## config.mk

```make
export PLATFORM = sky130hd
export DESIGN_NAME = isaio_top
export DESIGN_NICKNAME = d
export VERILOG_FILES = /design/src/verilog/isaio_pkg.sv /design/src/verilog/isaio_regs.sv /design/src/verilog/isaio_top.sv
export SDC_FILE = /design/constraint.sdc
export NUM_CORES = 1
export LEC_CHECK = 0
export BUFFER_PORTS_ARGS = -buffer_cell sky130_fd_sc_hd__clkbuf_2
export CAP_MARGIN = 15
export CORE_AREA = 2 2 95 74
export DETAILED_ROUTE_END_ITERATION = 10
export DIE_AREA = 0 0 97 76
export PLACE_DENSITY_LB_ADDON = 0.15
export SLEW_MARGIN = 0
export SYNTH_ARGS = -nofsm -noshare
export SYNTH_HDL_FRONTEND = slang
export SYNTH_SLANG_ARGS = --single-unit
```

## constraint.sdc

```tcl
create_clock -name ref_clk_i -period 1.8 [get_ports ref_clk_i]
set_clock_uncertainty 0.15 [all_clocks]
set_input_delay 0.36 -clock ref_clk_i [delete_from_list [all_inputs] [get_ports ref_clk_i]]
set_output_delay 0.36 -clock ref_clk_i [all_outputs]
set_load 0.02 [all_outputs]
```

## src/verilog/isaio_pkg.sv

```systemverilog
// How it works
// RQ1: class id reads 060100h, read only
// RQ2: header kind reads 80h, read only
// RQ3: at least 3.5 sysclks between io commands
// RQ4: interval runs from command rise to fall
// RQ5: no extra delay between byte sub-cycles
// RQ6: bit 6 enables programmed 8-bit recovery
// RQ7: 8-bit field codes 1-7, 000 is 8
// RQ8: bit 2 enables programmed 16-bit recovery
// RQ9: 16-bit field codes 1-3, 00 is 4
// RQ10: recovery register resets to 4dh
// RQ11: alias clear: 90-9fh aliases, writes only forwarded
// RQ12: alias set: 90-9fh forwarded read and write
// RQ13: port 92h always forwarded; code ignores it from an isa master when bit 7 is set
// RQ14: alias set: isa master 90-9fh ignored
// RQ15: alias set: no fast-off reload for 90-9fh
// RQ16: cleared enable blocks select and output enable
// RQ17: new settings apply from next cycle only
package isaio_pkg;
    // register index; the byte address is four times it
    localparam logic [9:0]  isaio_idx_class     = 10'h009;
    localparam logic [9:0]  isaio_idx_header    = 10'h00e;
    localparam logic [9:0]  isaio_idx_recovery  = 10'h04c;
    localparam logic [9:0]  isaio_idx_xsel      = 10'h04e;
    localparam logic [11:0] isaio_addr_class    = {isaio_idx_class, 2'b00};
    localparam logic [11:0] isaio_addr_header   = {isaio_idx_header, 2'b00};
    localparam logic [11:0] isaio_addr_recovery = {isaio_idx_recovery, 2'b00};
    localparam logic [11:0] isaio_addr_xsel     = {isaio_idx_xsel, 2'b00};
    localparam logic [23:0] isaio_class_val     = 24'h060100;
    localparam logic [7:0]  isaio_header_val    = 8'h80;
    localparam logic [7:0]  isaio_recovery_rst  = 8'h4d;
    localparam logic [15:0] isaio_xsel_rst      = 16'h0003;
    localparam int          isaio_alias_bit     = 7;
    localparam int          isaio_en8_bit       = 6;
    localparam int          isaio_t8_lsb        = 3;
    localparam int          isaio_en16_bit      = 2;
    localparam int          isaio_t16_lsb       = 0;
    localparam logic [7:0]  isaio_port_92    = 8'h92;
    localparam logic [3:0]  isaio_page_hi    = 4'h9;
    localparam logic [3:0]  isaio_min_half   = 4'h7;
    localparam int          isaio_xsel_cnt   = 2;

    typedef struct packed {
        logic       en8;
        logic [2:0] t8;
        logic       en16;
        logic [1:0] t16;
    } isaio_rec_t;

    typedef struct packed {
        logic       valid;
        logic       write;
        logic       isa_master;
        logic [7:0] port;
    } isaio_io_t;

    typedef enum logic [1:0] {
        isaio_idle = 2'b00,
        isaio_cmd  = 2'b01,
        isaio_rec  = 2'b11
    } isaio_state_t;

    function automatic logic [4:0] isaio_half_cycles(input isaio_rec_t r, input logic is8);
        logic [3:0] add;
        add = 4'h0;
        if (is8 && r.en8)
            add = (r.t8 == 3'b000) ? 4'h8 : {1'b0, r.t8};
        else if (!is8 && r.en16)
            add = (r.t16 == 2'b00) ? 4'h4 : {2'b00, r.t16};
        return {1'b0, isaio_min_half} + {add, 1'b0};
    endfunction : isaio_half_cycles
endpackage : isaio_pkg

```

## src/verilog/isaio_regs.sv

```systemverilog
`timescale 1ns/1ps
module isaio_regs
(
    // clock and reset
    input  wire logic        ref_clk_i,
    input  wire logic        arst_n_i,
    // apb
    input  wire logic        psel_i,
    input  wire logic        penable_i,
    input  wire logic        pwrite_i,
    input  wire logic [11:0] paddr_i,
    input  wire logic [31:0] pwdata_i,
    input  wire logic [3:0]  pstrb_i,
    output logic      [31:0] prdata_o,
    output logic             pready_o,
    output logic             pslverr_o,
    // register values
    output logic      [7:0]  recovery_o,
    output logic      [15:0] xsel_ctrl_o
);
    logic [7:0]  recov_q, recov_d;
    logic [15:0] xsel_q, xsel_d;
    logic [31:0] rdata_q, rdata_d;
    logic        hit;
    logic        wr;

    assign wr        = psel_i && penable_i && pwrite_i;
    assign pready_o  = 1'b1;
    assign pslverr_o = psel_i && penable_i && !hit;
    assign prdata_o  = rdata_q;
    assign recovery_o  = recov_q;
    assign xsel_ctrl_o = xsel_q;

    always_comb
    begin
        recov_d = recov_q;
        xsel_d  = xsel_q;
        rdata_d = rdata_q;
        hit     = 1'b1;
        if (paddr_i == isaio_pkg::isaio_addr_class)
            rdata_d = {8'h00, isaio_pkg::isaio_class_val}; // RQ1
        else if (paddr_i == isaio_pkg::isaio_addr_header)
            rdata_d = {24'h00_0000, isaio_pkg::isaio_header_val}; // RQ2
        else if (paddr_i == isaio_pkg::isaio_addr_recovery)
        begin
            rdata_d = {24'h00_0000, recov_q};
            if (wr && pstrb_i[0])
                recov_d = pwdata_i[7:0];
        end
        else if (paddr_i == isaio_pkg::isaio_addr_xsel)
        begin
            rdata_d = {16'h0000, xsel_q};
            if (wr && pstrb_i[0])
                xsel_d[7:0] = pwdata_i[7:0];
            if (wr && pstrb_i[1])
                xsel_d[15:8] = pwdata_i[15:8];
        end
        else
        begin
            hit     = 1'b0;
            rdata_d = 32'h0000_0000;
        end
        if (!(psel_i && !penable_i && !pwrite_i))
            rdata_d = rdata_q;
    end

    always_ff @(posedge ref_clk_i or negedge arst_n_i)
    begin
        if (!arst_n_i)
        begin
            recov_q <= isaio_pkg::isaio_recovery_rst; // RQ10
            xsel_q  <= isaio_pkg::isaio_xsel_rst;
            rdata_q <= 32'h0000_0000;
        end
        else
        begin
            recov_q <= recov_d;
            xsel_q  <= xsel_d;
            rdata_q <= rdata_d;
        end
    end
endmodule : isaio_regs

```

## src/verilog/isaio_top.sv

```systemverilog
// Register access over APB was left to the implementer.
`timescale 1ns/1ps
module isaio_top
#(
    parameter int xsel_n = isaio_pkg::isaio_xsel_cnt
)
(
    // clock and reset
    input  wire logic                  ref_clk_i,
    input  wire logic                  arst_n_i,
    // apb
    input  wire logic                  psel_i,
    input  wire logic                  penable_i,
    input  wire logic                  pwrite_i,
    input  wire logic [11:0]           paddr_i,
    input  wire logic [31:0]           pwdata_i,
    input  wire logic [3:0]            pstrb_i,
    output logic      [31:0]           prdata_o,
    output logic                       pready_o,
    output logic                       pslverr_o,
    // io decode
    input  wire isaio_pkg::isaio_io_t  io_req_i,
    output logic                       io_forward_o,
    output logic                       io_ignore_o,
    output logic                       fast_off_reload_o,
    // recovery: ref_clk is twice sysclk, one tick = half sysclk
    input  wire logic                  io_cmd_req_i,
    input  wire logic                  io_cmd_8bit_i,
    input  wire logic                  io_cmd_sub_i,
    input  wire logic                  io_cmd_end_i,
    output logic                       io_cmd_go_o,
    output logic                       io_recovering_o,
    // xbus selects
    input  wire logic [xsel_n-1:0]     sel_hit_i,
    output logic      [xsel_n-1:0]     sel_n_o,
    output logic                       xbus_output_enable_n_o
);
    // the enable field is 16 bits wide, so at most 16 selects
    if (xsel_n < 1 || xsel_n > 16)
    begin : g_bad_xsel
        $error("xsel_n out of range");
    end

    logic [7:0]  recov_reg;
    logic [15:0] xsel_reg;
    isaio_pkg::isaio_rec_t  rec;
    isaio_pkg::isaio_state_t st_q, st_d;
    logic [4:0]  cnt_q, cnt_d;
    logic        is8_q, is8_d;
    logic        fwd_q, fwd_d, ign_q, ign_d, ld_q, ld_d;
    logic [xsel_n-1:0] sel_q, sel_d;
    logic        xout_en_n_q, xout_en_n_d;
    logic        in_page, alias_off;

    isaio_regs u_regs
    (
        .ref_clk_i (ref_clk_i),
        .arst_n_i  (arst_n_i),
        .psel_i    (psel_i),
        .penable_i (penable_i),
        .pwrite_i  (pwrite_i),
        .paddr_i   (paddr_i),
        .pwdata_i  (pwdata_i),
        .pstrb_i   (pstrb_i),
        .prdata_o  (prdata_o),
        .pready_o  (pready_o),
        .pslverr_o (pslverr_o),
        .recovery_o  (recov_reg),
        .xsel_ctrl_o (xsel_reg)
    );

    assign rec = '{en8: recov_reg[isaio_pkg::isaio_en8_bit],
                   t8: recov_reg[isaio_pkg::isaio_t8_lsb +: 3],
                   en16: recov_reg[isaio_pkg::isaio_en16_bit],
                   t16: recov_reg[isaio_pkg::isaio_t16_lsb +: 2]};
    assign alias_off = recov_reg[isaio_pkg::isaio_alias_bit];
    assign in_page   = io_req_i.port[7:4] == isaio_pkg::isaio_page_hi;

    // page range decode
    always_comb
    begin
        fwd_d = 1'b0;
        ign_d = 1'b0;
        // port 92h lies inside the page range, so it gets no reload either
        ld_d  = io_req_i.valid && !(in_page && alias_off); // RQ15
        if (!io_req_i.valid)
            fwd_d = 1'b0;
        else if (in_page && alias_off && io_req_i.isa_master)
            ign_d = 1'b1; // RQ14
        else if (io_req_i.port == isaio_pkg::isaio_port_92)
            fwd_d = 1'b1; // RQ13
        else if (in_page && alias_off)
            fwd_d = 1'b1; // RQ12
        else if (in_page)
            fwd_d = io_req_i.write; // RQ11
        else
            fwd_d = 1'b1;
    end

    // recovery timer: the load happens only at command end, so a register
    // write mid-interval never disturbs it
    always_comb
    begin
        st_d  = st_q;
        cnt_d = cnt_q;
        is8_d = is8_q;
        io_cmd_go_o = 1'b0;
        case (st_q)
            isaio_pkg::isaio_idle:
            begin
                if (io_cmd_req_i)
                begin
                    io_cmd_go_o = 1'b1;
                    is8_d = io_cmd_8bit_i;
                    st_d  = isaio_pkg::isaio_cmd;
                end
            end
            isaio_pkg::isaio_cmd:
            begin
                if (io_cmd_end_i && io_cmd_sub_i)
                    st_d = isaio_pkg::isaio_idle; // RQ5
                else if (io_cmd_end_i)
                begin
                    cnt_d = isaio_pkg::isaio_half_cycles(rec, is8_q); // RQ4 RQ6 RQ7 RQ8 RQ9 RQ17
                    st_d  = isaio_pkg::isaio_rec;
                end
            end
            isaio_pkg::isaio_rec:
            begin
                if (cnt_q > 5'd1)
                    cnt_d = cnt_q - 5'd1; // RQ3
                else
                    st_d = isaio_pkg::isaio_idle;
            end
            default:
                st_d = isaio_pkg::isaio_idle;
        endcase
    end
    assign io_recovering_o = st_q == isaio_pkg::isaio_rec;

    // chip selects gated by their enable bits
    always_comb
    begin
        sel_d       = ~(sel_hit_i & xsel_reg[xsel_n-1:0]); // RQ16
        xout_en_n_d = &sel_d; // RQ16
    end

    always_ff @(posedge ref_clk_i or negedge arst_n_i)
    begin
        if (!arst_n_i)
        begin
            fwd_q <= 1'b0;
            ign_q <= 1'b0;
            ld_q  <= 1'b0;
        end
        else
        begin
            fwd_q <= fwd_d;
            ign_q <= ign_d;
            ld_q  <= ld_d;
        end
    end

    always_ff @(posedge ref_clk_i or negedge arst_n_i)
    begin
        if (!arst_n_i)
        begin
            st_q  <= isaio_pkg::isaio_idle;
            cnt_q <= 5'd0;
            is8_q <= 1'b0;
        end
        else
        begin
            st_q  <= st_d;
            cnt_q <= cnt_d;
            is8_q <= is8_d;
        end
    end

    always_ff @(posedge ref_clk_i or negedge arst_n_i)
    begin
        if (!arst_n_i)
        begin
            sel_q       <= '1;
            xout_en_n_q <= 1'b1;
        end
        else
        begin
            sel_q       <= sel_d;
            xout_en_n_q <= xout_en_n_d;
        end
    end

    assign io_forward_o           = fwd_q;
    assign io_ignore_o            = ign_q;
    assign fast_off_reload_o      = ld_q;
    assign sel_n_o                = sel_q;
    assign xbus_output_enable_n_o = xout_en_n_q;
endmodule : isaio_top
```

==> results.toml <==
[global_routing]
grt.overflow.total = 0
grt-busiest-layer = "met1"
grt_antenna_before_repair = 0
met2_usage_pct = 23.5
grtUsageTotal_pct = 16.2
grt_pass1_wl_mm = 9.65
grt_pass1_vias = 1989
grt_max_degree = 46
met3_usage_pct = 4.13
grt_util_met1_pct = 24.1

[power]
power_w = 0.00286
ir_drop_mv = 0.447
intPower_w = 0.00199
p_seq_share_pct = 49.0
powerDensity_nw_per_um2 = 800
pwr-share-clk_pct = 24.5
p_sw_w = 0.000875
leakage_nw = 1.80
switching_share_pct = 30.6
combPwrFrac_pct = 26.6

[critical_path]
startpoint_type = "register"
rr_startpoint = "cnt_q[4]$_DFFE_PN0P_"
crit_fanout = 4
cp-startpoint = "cnt_q[4]$_DFFE_PN0P_"
reg2reg_to = "cnt_q[1]$_DFFE_PN0P_"
end_kind = "register"
cp_data_required_time_ps = 1850
cp.arrival_ps = 1830
worstSetupPathType = "reg2reg"
rrSetupSlack_ps = 30
rr_worst_depth = 4

[logic_synthesis]
synthArstFlopShare_pct = 100
yosysWarnings = 0
synth_flop_cell = "dfrtp_1"
synth-compound-area-share_pct = 11.4
synth-seq-cells = 55
synth_edf_count = 0
ys_types = 51
synth-xor-area-share_pct = 0.325
synthAdderAreaFrac_pct = 1.39
ys_seq_area_share_pct = 51.5
syn_avg_cell_area_um2 = 11.7
syn_inst = 230
synth_top_family_by_area = "multiplexers"
muxShareOfSynthArea_pct = 14.7
synth_area_um2 = 2700
synth_simple_gate_area_share_pct = 13.7

[clock_tree]
numCtsBuffers = 5
clock_latency_ps = 310
clock_sinks = 55
clockBufferDepth = 2
htreeDepth = 2
clkTransAtPathRegs_ps = 100
cts-root-buf = "clkbuf_8"
cts_tree = "built"

[floorplan]
die_area_um2 = 7370
initial_core_util_pct = 41.2
rows = 26
ios = 112
design.core.area_um2 = 6540
die_x_um = 97
die_h_um = 76

[placed_design]
dpl.hpwl_mm = 4.34
numPortBuffers = 78
gp_congestion = 0.869
place_area_um2 = 3350

[route]
drc_errors = 0
vias = 2096
wl_per_cell_um = 13.3
drtIter0Drc = 57
via_per_inst = 4.91
routed_wl_mm = 5.66
dr.pass1.iters = 4
postRouteAntennaNets = 0

[flow_run]
cap_violations = 0

[layout]
area_growth_pct = 32.6
final_common_cell = "clkbuf_2"
drive_gt1_share_pct = 52.8
antenna_cells = 0
design_area_um2 = 3580
final_cell_mix = "clkbuf_2 (76), dfrtp_1 (43), buf_4 (32)"
nets = 415

[timing]
rsz0062_at_grt = "true"
layout_min_cycle_time_ps = 1770
fmax_mhz = 563
slew_viol_final = 0
finalHoldViolCount = 0
min_period_over_period_pct = 98.6
setup_viol = 0

[worst_hold_path]
hp-class = "in2reg"
min_to = "sel_n_o[1]$_DFF_PN1_"
holdPathStages = 2
min-delay-start = "sel_hit_i[1]"

[status]
status = "completed"
-- state kept, by name, indices dropped and copies added, names as in the netlist --
signal	count
u_regs.prdata_o	17
u_regs.xsel_ctrl_o	16
u_regs.recovery_o	8
cnt_q	5
sel_n_o	2
st_q	2
fast_off_reload_o	1
io_forward_o	1
io_ignore_o	1
is8_q	1
xbus_output_enable_n_o	1
-- cell families (layout without fill, tap and decap cells) --
| kind of cell | count (synthesis) | count (layout) |
|---|---|---|
| compound gates | 43 | 43 |
| buf+inv | 30 | 130 |
| fa+ha+maj | 3 | 3 |
| other cells | 2 | 15 |
| flops | 55 | 55 |
| mux | 33 | 33 |
| simple gates | 63 | 63 |
| xor+xnor | 1 | 1 |
-- stage by stage --
step / setup slack (ps) / std cells / hold slack (ps) / util, % / TNS (ps)
2_1_floorplan: -124 / 243 / -85.6 / - / -898
3_3_place_gp: -234 / 412 / 112 / 51.2 / -5100
3_5_place_dp: -252 / 412 / 121 / 51.2 / -5350
4_1_cts: 9.86 / 423 / 26.1 / 53.4 / 0
5_1_grt: -19.0 / 427 / 26.3 / 54.7 / -41.8
6_report: 25.3 / 427 / 34.3 / 54.7 / 0
-- metal layers --
metal / wire [um] / up-vias / share of wire, %
li1: - / 1018 / -
met1: 2740 / 995 / 48
met2: 2490 / 75 / 44
met3: 355 / 8 / 6.3
met4: 82 / 0 / 1.4
met5: 0 / - / 0
-- worst max-delay path by stage --
stage | endpoint | slack (ps)
after floorplan | u_regs.recovery_o[1]$_DFFE_PN0P_ | -120
after global placement | u_regs.recovery_o[1]$_DFFE_PN0P_ | -230
after detailed placement | u_regs.recovery_o[7]$_DFFE_PN0P_ | -250
after CTS | cnt_q[2]$_DFFE_PN0P_ | 10
after global routing | cnt_q[1]$_DFFE_PN0P_ | -20
final | cnt_q[1]$_DFFE_PN0P_ | 30
-- critical path, cell delays in order (launching register included) --
cell and delay [ps]:
dfrtp_1 390, or4b_4 550, o221ai_4 190, inv_2 90
mux2_4 290
-- cell usage after synthesis (2+ instances only) --
cell type	count	area [um2]
a31oi_1	3	18.8
clkbuf_1	5	18.8
nand3_1	10	50.1
nor4b_1	2	17.5
a22o_1	7	61.3
and3_1	2	12.5
inv_1	7	26.3
nor2_2	2	12.5
and2_1	3	18.8
dfrtp_1	46	1150
mux2_4	9	135
nor3_1	2	10.0
buf_4	16	120
nand2_1	22	82.6
dfstp_2	9	236
a21o_1	3	22.5
mux2_2	17	191
mux2i_1	7	70.1
conb_1	2	7.51
a21oi_1	5	25.0
o21ai_0	10	50.1
nand3b_1	2	15.0
o31ai_1	3	22.5
nor2_1	7	26.3
ha_1	3	37.5
-- timing repair --
item / CTS / global route
setup buffers: 2 / 4
gates resized for setup: 7 / 17
endpoints found under the hold margin: 7 / 0
endpoints found under the setup margin: 2 / 9
pin swaps: 1 / 3
hold buffers: 1 / 0
-- power by group through the flow --
stage	Sequential, W	Clock, W	Combinational [W]
3_3_place_gp	0.00140	0	0.000618
5_1_grt	0.00142	0.000791	0.000840
3_5_place_dp	0.00141	0	0.000629
2_1_floorplan	0.00141	0	0.000377
6_report	0.00140	0.000700	0.000760
4_1_cts	0.00139	0.000739	0.000687
-- area by class of cell --
| type | instances | area, um2 |
|---|---|---|
| fillers | 597 | 2960 |
| clock inverters | 3 | 23.8 |
| repair buffers | 114 | 707 |
| clock buffers | 5 | 68.8 |
| inverters | 8 | 30.0 |
| multi-input cells | 158 | 1250 |
| flip-flops and latches | 55 | 1390 |
| well taps | 84 | 105 |
Note: power is estimated with default switching activity, not from simulation.
